`src/rtl/itc_regs.svh`:
```
`ifndef ITC_REGS_SVH
`define ITC_REGS_SVH

// Register offsets
`define ITC_OFS_CAP0_RISE   8'h22
`define ITC_OFS_CAP1_RISE   8'h23
`define ITC_OFS_CAP0_FALL   8'h24
`define ITC_OFS_CAP1_FALL   8'h25
`define ITC_OFS_CNT_LO      8'h26
`define ITC_OFS_CNT_HI      8'h27
`define ITC_OFS_RLD_LO      8'h28
`define ITC_OFS_RLD_HI      8'h29
`define ITC_OFS_CFG         8'h2a
`define ITC_OFS_IEN         8'h2b
`define ITC_OFS_STS         8'h2c

// Field positions
`define ITC_CFG_HOLD_BIT    7
`define ITC_CFG_PRE_MSB     6
`define ITC_CFG_PRE_LSB     4
`define ITC_CFG_WIDE_BIT    3
`define ITC_STS_PIT_BIT     4

// Writable masks and reset values
`define ITC_CFG_MASK        8'hf8
`define ITC_IRQ_MASK        8'h1f
`define ITC_RST_BYTE        8'h00
`define ITC_RST_NIBBLE      4'h0
`define ITC_RST_COUNT       12'h000

`endif

```
`src/rtl/itc_pkg.sv`:
```
package itc_pkg;

    typedef struct packed {
        logic [7:0] rdata;
        logic [7:0] cfg;
        logic [7:0] ien;
        logic [7:0] sts;
        logic [7:0] rld_lo;
        logic [3:0] rld_hi;
        logic [3:0] cnt_hold;
        logic       irq;
    } itc_top_state_type;

    typedef struct packed {
        logic [15:0] div;
        logic [11:0] count;
        logic        tc;
    } itc_pit_state_type;

    typedef struct packed {
        logic [3:0][7:0] data;
        logic [3:0]      held;
        logic [1:0]      prev;
        logic [3:0]      load;
    } itc_cap_state_type;

endpackage : itc_pkg

```
`src/rtl/itc_links.sv`:
```
`timescale 1ns/1ps
`default_nettype none

interface itc_pit_if;
    logic [11:0] reload;
    logic [11:0] count;
    logic        tc;
    modport timer (input reload, output count, output tc);
    modport ctrl  (output reload, input count, input tc);
endinterface : itc_pit_if

interface itc_cap_if;
    logic            hold;
    logic            wide;
    logic [2:0]      prescale;
    logic [3:0]      rd_clr;
    logic [3:0][7:0] data;
    logic [3:0]      load;
    modport unit (input hold, input wide, input prescale, input rd_clr,
                  output data, output load);
    modport ctrl (output hold, output wide, output prescale, output rd_clr,
                  input data, input load);
endinterface : itc_cap_if

`default_nettype wire

```
`src/rtl/itc_capture.sv`:
```
`timescale 1ns/1ps
`default_nettype none
`include "itc_regs.svh"

module itc_capture
    import itc_pkg::*;
(
    input  wire logic        clk,
    input  wire logic        rst_n,
    input  wire logic        ce,
    input  wire logic        edge_input_zero,
    input  wire logic        edge_input_one,
    input  wire logic [15:0] frt_count,
    itc_cap_if.unit          cap
);

    itc_cap_state_type s_r;
    itc_cap_state_type s_nxt;

    logic [1:0]      pin;
    logic [1:0]      rise;
    logic [1:0]      fall;
    logic [7:0]      window;
    logic [3:0]      trig;
    logic [3:0][7:0] value;
    logic [3:0][1:0] gate;

    assign pin    = {edge_input_one, edge_input_zero};
    assign rise   = pin & ~s_r.prev;
    assign fall   = ~pin & s_r.prev;
    assign window = 8'(frt_count >> cap.prescale);

    // Register r: bit 0 = channel, bit 1 = falling
    for (genvar r = 0; r < 4; r++) begin : g_reg
        localparam bit CH = (r % 2) == 1;
        localparam bit FL = r >= 2;
        always_comb begin
            if (cap.wide && CH) begin
                trig[r]  = FL ? fall[0] : rise[0];
                value[r] = frt_count[15:8];
                gate[r]  = 2'(r - 1);
            end else if (cap.wide) begin
                trig[r]  = FL ? fall[0] : rise[0];
                value[r] = frt_count[7:0];
                gate[r]  = 2'(r);
            end else begin
                trig[r]  = FL ? fall[CH] : rise[CH];
                value[r] = window;
                gate[r]  = 2'(r);
            end
        end
    end

    always_comb begin
        s_nxt      = s_r;
        s_nxt.prev = pin;
        s_nxt.load = 4'h0;
        for (int r = 0; r < 4; r++) begin
            // A stale held flag only blocks while retention is on
            if (trig[r] && !(cap.hold && s_r.held[gate[r]])) begin
                s_nxt.data[r]            = value[r];
                s_nxt.held[r]            = cap.hold;
                s_nxt.load[{r[0], r[1]}] = 1'b1;
            end else if (cap.rd_clr[r]) begin
                s_nxt.held[r] = 1'b0;
            end
        end
    end

    always_ff @(posedge clk or negedge rst_n) begin
        if (!rst_n) begin
            s_r <= '0;
        end else if (ce) begin
            s_r <= s_nxt;
        end
    end

    assign cap.data = s_r.data;
    assign cap.load = s_r.load;

endmodule : itc_capture

`default_nettype wire

```
`src/rtl/itc_interval.sv`:
```
`timescale 1ns/1ps
`default_nettype none
`include "itc_regs.svh"

module itc_interval
    import itc_pkg::*;
#(
    parameter int unsigned PIT_DIV = 1
) (
    input  wire logic   clk,
    input  wire logic   rst_n,
    input  wire logic   ce,
    itc_pit_if.timer    pit
);

    // Divider is 16 bits wide
    if (PIT_DIV < 1 || PIT_DIV > 65536) begin : g_bad_div
        $error("PIT_DIV out of range");
    end

    itc_pit_state_type s_r;
    itc_pit_state_type s_nxt;

    // Down counter with reload at terminal count
    always_comb begin
        s_nxt    = s_r;
        s_nxt.tc = 1'b0;
        if (s_r.div == 16'(PIT_DIV - 1)) begin
            s_nxt.div = 16'h0000;
            if (s_r.count == 12'h000) begin
                s_nxt.count = pit.reload;
                s_nxt.tc    = 1'b1;
            end else begin
                s_nxt.count = s_r.count - 12'h001;
            end
        end else begin
            s_nxt.div = s_r.div + 16'h0001;
        end
    end

    always_ff @(posedge clk or negedge rst_n) begin
        if (!rst_n) begin
            s_r <= '0;
        end else if (ce) begin
            s_r <= s_nxt;
        end
    end

    assign pit.count = s_r.count;
    assign pit.tc    = s_r.tc;

endmodule : itc_interval

`default_nettype wire

```
`src/rtl/itc_top.sv`:
```
// Overview of operation
// - The 12-bit interval count reads as a low byte and a high register with bits 11..8 low.
// - Reading the count low byte copies count bits 11..8 into a holding nibble.
// - Reading the count high register returns the held nibble, not the live count.
// - Reload low holds reload bits 7..0, read/write, reset to zero.
// - Reload high holds reload bits 11..8 in bits 3..0; bits 7..4 read zero.
// - Two 8-bit capture channels each have a rising-edge and a falling-edge register.
// - Configuration bit 3 combines the two channels into one 16-bit capture.
// - In combined mode channel 1 registers hold the upper capture byte.
// - Each capture register can raise an interrupt request when loaded.
// - Configuration bits 6..4 pick timer bits n+7..n for an 8-bit capture.
// - A qualifying edge loads the capture register from the free-running timer.
// - In combined mode channel 1 registers load on channel 0 input edges.
// - An enable register has one bit per capture register in bits 3..0, reset off.
// - A status bit per capture register sets on its edge and is cleared by software.
//
// The address-and-strobe port is this design's own decision.
`timescale 1ns/1ps
`default_nettype none
`include "itc_regs.svh"

module itc_top
    import itc_pkg::*;
#(
    parameter int unsigned PIT_DIV = 1
) (
    input  wire logic        clk,
    input  wire logic        rst_n,
    input  wire logic        ce,
    input  wire logic [7:0]  addr,
    input  wire logic [7:0]  wdata,
    input  wire logic        wr,
    input  wire logic        rd,
    output var  logic [7:0]  rdata,
    input  wire logic        edge_input_zero,
    input  wire logic        edge_input_one,
    input  wire logic [15:0] frt_count,
    output var  logic        irq
);

    itc_top_state_type s_r;
    itc_top_state_type s_nxt;

    itc_pit_if pit ();
    itc_cap_if cap ();

    itc_interval #(
        .PIT_DIV (PIT_DIV)
    ) u_interval (
        .clk   (clk),
        .rst_n (rst_n),
        .ce    (ce),
        .pit   (pit)
    );

    itc_capture u_capture (
        .clk             (clk),
        .rst_n           (rst_n),
        .ce              (ce),
        .edge_input_zero (edge_input_zero),
        .edge_input_one  (edge_input_one),
        .frt_count       (frt_count),
        .cap             (cap)
    );

    assign pit.reload   = {s_r.rld_hi, s_r.rld_lo};
    assign cap.hold     = s_r.cfg[`ITC_CFG_HOLD_BIT];
    assign cap.wide     = s_r.cfg[`ITC_CFG_WIDE_BIT];
    assign cap.prescale = s_r.cfg[`ITC_CFG_PRE_MSB:`ITC_CFG_PRE_LSB];
    assign cap.rd_clr   = {rd && addr == `ITC_OFS_CAP1_FALL,
                           rd && addr == `ITC_OFS_CAP0_FALL,
                           rd && addr == `ITC_OFS_CAP1_RISE,
                           rd && addr == `ITC_OFS_CAP0_RISE};

    always_comb begin
        logic [7:0] events;
        logic [7:0] clr;
        events = {3'h0, pit.tc, cap.load};
        clr    = 8'h00;
        s_nxt  = s_r;
        s_nxt.rdata = `ITC_RST_BYTE;
        if (rd) begin
            unique case (addr)
                `ITC_OFS_CAP0_RISE: s_nxt.rdata = cap.data[0];
                `ITC_OFS_CAP1_RISE: s_nxt.rdata = cap.data[1];
                `ITC_OFS_CAP0_FALL: s_nxt.rdata = cap.data[2];
                `ITC_OFS_CAP1_FALL: s_nxt.rdata = cap.data[3];
                `ITC_OFS_CNT_LO: begin
                    s_nxt.rdata    = pit.count[7:0];
                    s_nxt.cnt_hold = pit.count[11:8];
                end
                `ITC_OFS_CNT_HI: s_nxt.rdata = {4'h0, s_r.cnt_hold};
                `ITC_OFS_RLD_LO: s_nxt.rdata = s_r.rld_lo;
                `ITC_OFS_RLD_HI: s_nxt.rdata = {4'h0, s_r.rld_hi};
                `ITC_OFS_CFG:    s_nxt.rdata = s_r.cfg;
                `ITC_OFS_IEN:    s_nxt.rdata = s_r.ien;
                `ITC_OFS_STS:    s_nxt.rdata = s_r.sts;
                default:         s_nxt.rdata = `ITC_RST_BYTE;
            endcase
        end
        if (wr) begin
            unique case (addr)
                `ITC_OFS_RLD_LO: s_nxt.rld_lo = wdata;
                `ITC_OFS_RLD_HI: s_nxt.rld_hi = wdata[3:0];
                `ITC_OFS_CFG:    s_nxt.cfg    = wdata & `ITC_CFG_MASK;
                `ITC_OFS_IEN:    s_nxt.ien    = wdata & `ITC_IRQ_MASK;
                `ITC_OFS_STS:    clr          = wdata & `ITC_IRQ_MASK;
                default: ;
            endcase
        end
        // Hardware set wins over a same-cycle clear
        s_nxt.sts = (s_r.sts & ~clr) | events;
        s_nxt.irq = |(s_nxt.sts & s_nxt.ien);
    end

    always_ff @(posedge clk or negedge rst_n) begin
        if (!rst_n) begin
            s_r <= '0;
        end else if (ce) begin
            s_r <= s_nxt;
        end
    end

    assign rdata = s_r.rdata;
    assign irq   = s_r.irq;

endmodule : itc_top

`default_nettype wire

```
`config.mk`:
```
export PLATFORM = sky130hd
export DESIGN_NAME = itc_top
export DESIGN_NICKNAME = d
export VERILOG_FILES = /design/src/rtl/itc_pkg.sv /design/src/rtl/itc_links.sv /design/src/rtl/itc_capture.sv /design/src/rtl/itc_interval.sv /design/src/rtl/itc_top.sv
export VERILOG_INCLUDE_DIRS = /design/src /design/src/rtl
export SDC_FILE = /design/constraint.sdc
export NUM_CORES = 1
export LEC_CHECK = 0
export BUFFER_PORTS_ARGS = -buffer_cell sky130_fd_sc_hd__buf_2
export CAP_MARGIN = 20
export CORE_MARGIN = 5
export CORE_UTILIZATION = 30
export CTS_CLUSTER_SIZE = 28
export DETAILED_ROUTE_END_ITERATION = 16
export PLACE_DENSITY_LB_ADDON = 0.2
export SLEW_MARGIN = 20
export SYNTH_ARGS = -nofsm -noshare
export SYNTH_HDL_FRONTEND = slang
export SYNTH_SLANG_ARGS = --single-unit
export TNS_END_PERCENT = 30
```
`constraint.sdc`:
```
create_clock -name clk -period 5.9 [get_ports clk]
set_input_delay 0.295 -clock clk [delete_from_list [all_inputs] [get_ports clk]]
set_output_delay 0.295 -clock clk [all_outputs]
set_load 0.01 [all_outputs]
```
Yosys cells after proc, flatten, opt, wreduce, memory -nomap -nowiden
Index checks and enable logic that the tools add are counted.

Equality and inequality tests: 11. Muxes and demuxes: 32. Bitwise logic cells: 8. Reductions and logical operators: 36. Add/subtract/negate cells: 2. Shifts and indexed selects: 1. Order comparisons: 2.

Operators with widths (count): 8-bit by 6-bit == test with 1-bit output (second input constant) (11); 8-bit one-hot mux with 11 select lines (1); 8-bit two-way mux (5); 1-bit two-way mux (20); 2-bit AND reduction (9); 16-bit by 1-bit adder with 16-bit output (second input constant) (1); 8-bit bitwise AND (2); 16-bit logical NOT (1); 16-bit two-way mux (1); 16-bit by 3-bit right shift with 8-bit output (1); 1-bit logical AND (12); 12-bit logical NOT (1); 12-bit two-way mux (1); 3-bit AND reduction (4); 12-bit by 1-bit subtractor with 12-bit output (second input constant) (1); 5-bit two-way mux (2); 8-bit NOT (1); 8-bit by 5-bit bitwise OR with 8-bit output (1); 2-bit nonzero test (4); 8-bit OR reduction (1); 2-bit by 3-bit < comparator with 1-bit output (second input constant) (2); 2-bit bitwise AND (2); 1-bit binary-select mux with 2-bit select (2); 1-bit logical NOT (4); 2-bit NOT (2).

Output and inout bits: 9. Register bits after elaboration: 117.

Logic depth before layout (Yosys ltp)
Word-level depth: 8. Mapped depth: 9. Depth with buffers taken out: 8.

Hierarchy
From an unflattened synthesis, not the netlist that was laid out.

Cell total of the unflattened synthesis: 681. Area total of the unflattened synthesis: 6892.9 um2.

By module, submodules not included: itc_top (times used 1, cells each 247, area each 2597.5 um2); itc_capture (times used 1, cells each 253, area each 2585.0 um2); itc_interval (times used 1, cells each 181, area each 1710.4 um2).

Least setup slack after synthesis
Ideal clock, no wire load.

Path type: input-to-reg. Start: in addr[4]. End: reg s_r (netlist bit irq). Library setup time: 0.126 ns. Slack: 3.581 ns. Arrival: 2.193 ns. Buffers on the path: 2. Stages: 8. Cells stage by stage: nor4b_1 and3_1 buf_2 and3_1 buf_4 mux2i_1 o22ai_1 o32a_1.

Word-level cells in the longest chain between the ends: 8. Elaborated cells on any way between the ends: 11. Those cells by class: eq/ne: 2; mux: 4; bitwise: 4; reduce/logical: 1.

Ends and longest elaborated chain: start: declaration (line itc_top.sv:30) `input wire logic [7:0] addr,`; 8-bit by 6-bit == test with 1-bit output (line itc_top.sv:102) `unique case (addr)`; 5-bit two-way mux (line itc_top.sv:102); 5-bit two-way mux (line itc_top.sv:101) `if (wr) begin`; 8-bit NOT (line itc_top.sv:112) `s_nxt.sts = (s_r.sts & ~clr) | events;`; 8-bit bitwise AND (line itc_top.sv:112); 8-bit by 5-bit bitwise OR with 8-bit output (line itc_top.sv:112); 8-bit bitwise AND (*) (line itc_top.sv:113) `s_nxt.irq = |(s_nxt.sts & s_nxt.ien);`; 8-bit OR reduction (*) (line itc_top.sv:113); end signal: assignment (line itc_top.sv:120) `s_r <= s_nxt;`; end: declaration (line itc_top.sv:41) `itc_top_state_type s_r;`.

Mark *: on every way between the ends. The rest lies on a longest branch, timed or not. A chain may end at the register's enable or synchronous reset.

Worst setup path in the final report
Start: reg u_interval.s_r (netlist bit u_interval.pit.count[4]). End: reg u_interval.s_r (netlist bit u_interval.pit.count[6]).

Word-level cells in the longest chain between the ends: 2. Elaborated cells on any way between the ends: 3. Those cells by class: add/sub: 1; mux: 1; reduce/logical: 1.

Ends and longest elaborated chain: start: declaration (line itc_interval.sv:21) `itc_pit_state_type s_r;`; start signal: assignment (line itc_interval.sv:45) `s_r <= s_nxt;`; 12-bit by 1-bit subtractor with 12-bit output or 12-bit logical NOT (tied branches) (line itc_interval.sv:34, itc_interval.sv:30); 12-bit two-way mux (*) (line itc_interval.sv:30) `if (s_r.count == 12'h000) begin`.

Marks and branches as above.

==> metrics.yaml <==
global_route:
  antenna_found_initial: 1
  grt_remaining_overflow: 0
  grt_pass1_wl_um: 26800
  grt_pass1_vias: 4672
  grt_max_degree: 62
  grt_usage: 0.144
critical_path:
  path_class: "flip-flop to flip-flop"
  cp-end-kind: "flip-flop"
  crit_required_ns: 6.16
  ff2ff_setup_slack_ns: 3.33
  arrival_ns: 2.83
  critPathMaxFanout: 12
  crit_start: "u_interval.pit.count[4]"
  r2r_start: "u_interval.pit.count[4]"
  ff2ff_path_depth: 5
  cp-start-kind: "flip-flop"
  r2r_end: "u_interval.pit.count[6]"
min_path:
  holdPathEnd: "u_capture.s_r[4]"
  hp-start: "edge_input_zero"
  hold_depth: 2
  hold_class: "primary input to flip-flop"
synth:
  syn_inst: 598
  syn_avg_cell_area_um2: 10.3
  yosysWarnings: 0
  synth-seq-cells: 111
  synth_area_leaders: "dfrtp_1 (45%), mux2_2 (9.9%), mux2i_1 (4.2%), a21oi_1 (4.1%), o21ai_0 (2.6%)"
  synth-seq-area-share: 0.451
  synth.largest_area_cell: "dfrtp_1"
  syn_area_um2: 6160
  synth_fp_nets: 641
  synth_cell_types: 59
  synth_ff_type: "dfrtp_1"
  synth_top_area_frac: 0.451
  synth_edf_count: 0
  async_reset_ff_frac: 1.00
die:
  initial_core_util: 0.304
  dieArea_um2: 23500
  rows: 52
  design.core.area_um2: 20200
  die-width_um: 153
  die_h_um: 153
  ioPinCount: 48
power_and_ir_drop:
  p_sw_mw: 0.648
  seq_power_share: 0.504
  power_frac_comb: 0.194
  clock_power_share: 0.302
  p_int_mw: 1.46
  power.leakage_nw: 2.93
  switching_share: 0.307
  power.density_nw_per_um2: 308
  peakVddDrop_uv: 131
route:
  routed_via_density: 5.21
  route.detailed.drc: 0
  vias: 4654
  routed_wl_um: 16900
  first_pass_iters: 4
  drt_iter0_drc: 255
  avgRoutedWirePerCell_um: 18.9
  ant_nets: 0
placement:
  post-dp-hpwl_um: 12800
  dp_slack_ns: 2.93
  portBuffers: 47
  numPlacedInstances: 875
  routabilityCongestion: 0.920
timing:
  hold_viol: 0
  rsz0062_at_grt: "false"
  finalSetupTns_ns: 0
  fin_ws_ns: 3.33
  worstMarginPinSlew_ns: 0.851
  clock_skew_ns: 0.0147
  slew-limit-headroom: 0.424
  timing.final.crit_period_ns: 2.57
  finalCritPeriodShare: 0.436
  setup-violations-final: 0
  fmax_mhz: 389
  slew_violations: 0
final_layout:
  final_common_cell: "dfrtp_1"
  final_cell_mix: "dfrtp_1 (111), mux2_2 (54), a21oi_1 (50), buf_2 (46)"
  syn2layout_area_growth_pct: 11.0
  nets: 660
  stdcell_count: 893
  utilization: 0.338
  layout-drive-gt1-share: 0.228
clock_network:
  cts_setup_buffers: 0
  cts_root_buffer: "clkbuf_16"
  cts_tree: "yes"
  cts_buffer_depth: 2
  htree_levels: 3
  cts_buffers: 9
  clock_sinks: 111
  path_clk_slew_ns: 0.07
  clk_latency_ns: 0.36
job:
  cap_viol_max_count: 0
status:
  status: "completed"
-- power by group through the flow --
| stage | combinational, mW | clock, mW | sequential, mW |
|---|---|---|---|
| floorplan | 0.308 | 0 | 1.01 |
| global placement | 0.400 | 0 | 1.07 |
| detailed placement | 0.411 | 0 | 1.08 |
| CTS | 0.414 | 0.655 | 1.06 |
| global route | 0.461 | 0.682 | 1.08 |
| finish | 0.409 | 0.637 | 1.06 |
-- synthesized netlist by cell type, types with 8 or more instances --
library cell / n
a211oi_1: 10
a21oi_1: 50
buf_4: 15
clkbuf_1: 19
dfrtp_1: 111
inv_1: 32
mux2_2: 54
mux2_4: 8
mux2i_1: 26
nand2_1: 37
nand3_1: 25
nor2_1: 38
nor3_1: 11
o21ai_0: 32
xnor2_1: 10
-- critical path: stages, from the launching register on --
cell     delay [ns]
dfrtp_1        0.48
or4_1          0.59
or3_1          0.37
nor2_1         0.61
o21ai_0        0.21
a22oi_1        0.22
-- cell families after synthesis --
group,count (synthesis),share of synthesized area
and+or+nand+nor,152,0.124
AOI/OAI and AO/OA,146,0.152
DFF,111,0.451
muxes,95,0.186
buffers and inverters,77,0.0606
xor gates and xnor gates,13,0.0185
adders and majority gates,4,0.00813
-- worst max-delay path by stage --
| stage | depth (start not counted) | to |
|---|---|---|
| global route | 7 | irq |
| detailed placement | 7 | irq |
| floorplan | 8 | irq |
| global placement | 7 | irq |
| finish | 5 | u_interval.pit.count[6] |
| CTS | 7 | u_interval.pit.count[6] |
-- cell type report --
type	count	area (um^2)
Tap cell	270	338
Sequential cell	111	2780
Inverter	32	120
Fill cell	2024	13400
Clock inverter	6	75.1
Antenna cell	1	2.50
Multi-Input combinational cell	410	3010
Clock buffer	10	229
Timing Repair Buffer	53	285
-- routing by layer --
metal	global-route usage	wire, um	vias up
met5	0	0	-
met4	0.0543	406	0
met3	0.0170	498	28
met2	0.238	8280	94
met1	0.194	7710	2326
li1	-	-	2206
-- stage by stage --
step	area, um^2	total power [mW]	hold WS (ns)
detailed placement	6520	1.49	0.382
global placement	6510	1.47	0.371
finish	6840	2.11	0.209
floorplan	6160	1.32	-0.000591
global route	6840	2.22	0.200
CTS	6830	2.13	0.199
-- flip-flops by register name, indices dropped and copies added, names as in the netlist, 3 cells and up --
| name | cells |
|---|---|
| pit.reload | 12 |
| u_capture.cap.data | 32 |
| rdata | 8 |
| u_capture.s_r | 6 |
| cap.prescale | 3 |
| s_r | 14 |
| u_interval.pit.count | 12 |
| u_capture.cap.load | 4 |
| u_interval.s_r | 16 |
-- what timing repair did --
item / CTS / global route
resized for setup: 0 / 0
endpoints found under the hold margin: 8 / 0
hold buffers: 1 / 0
Note: power is estimated with default switching activity, not from simulation.
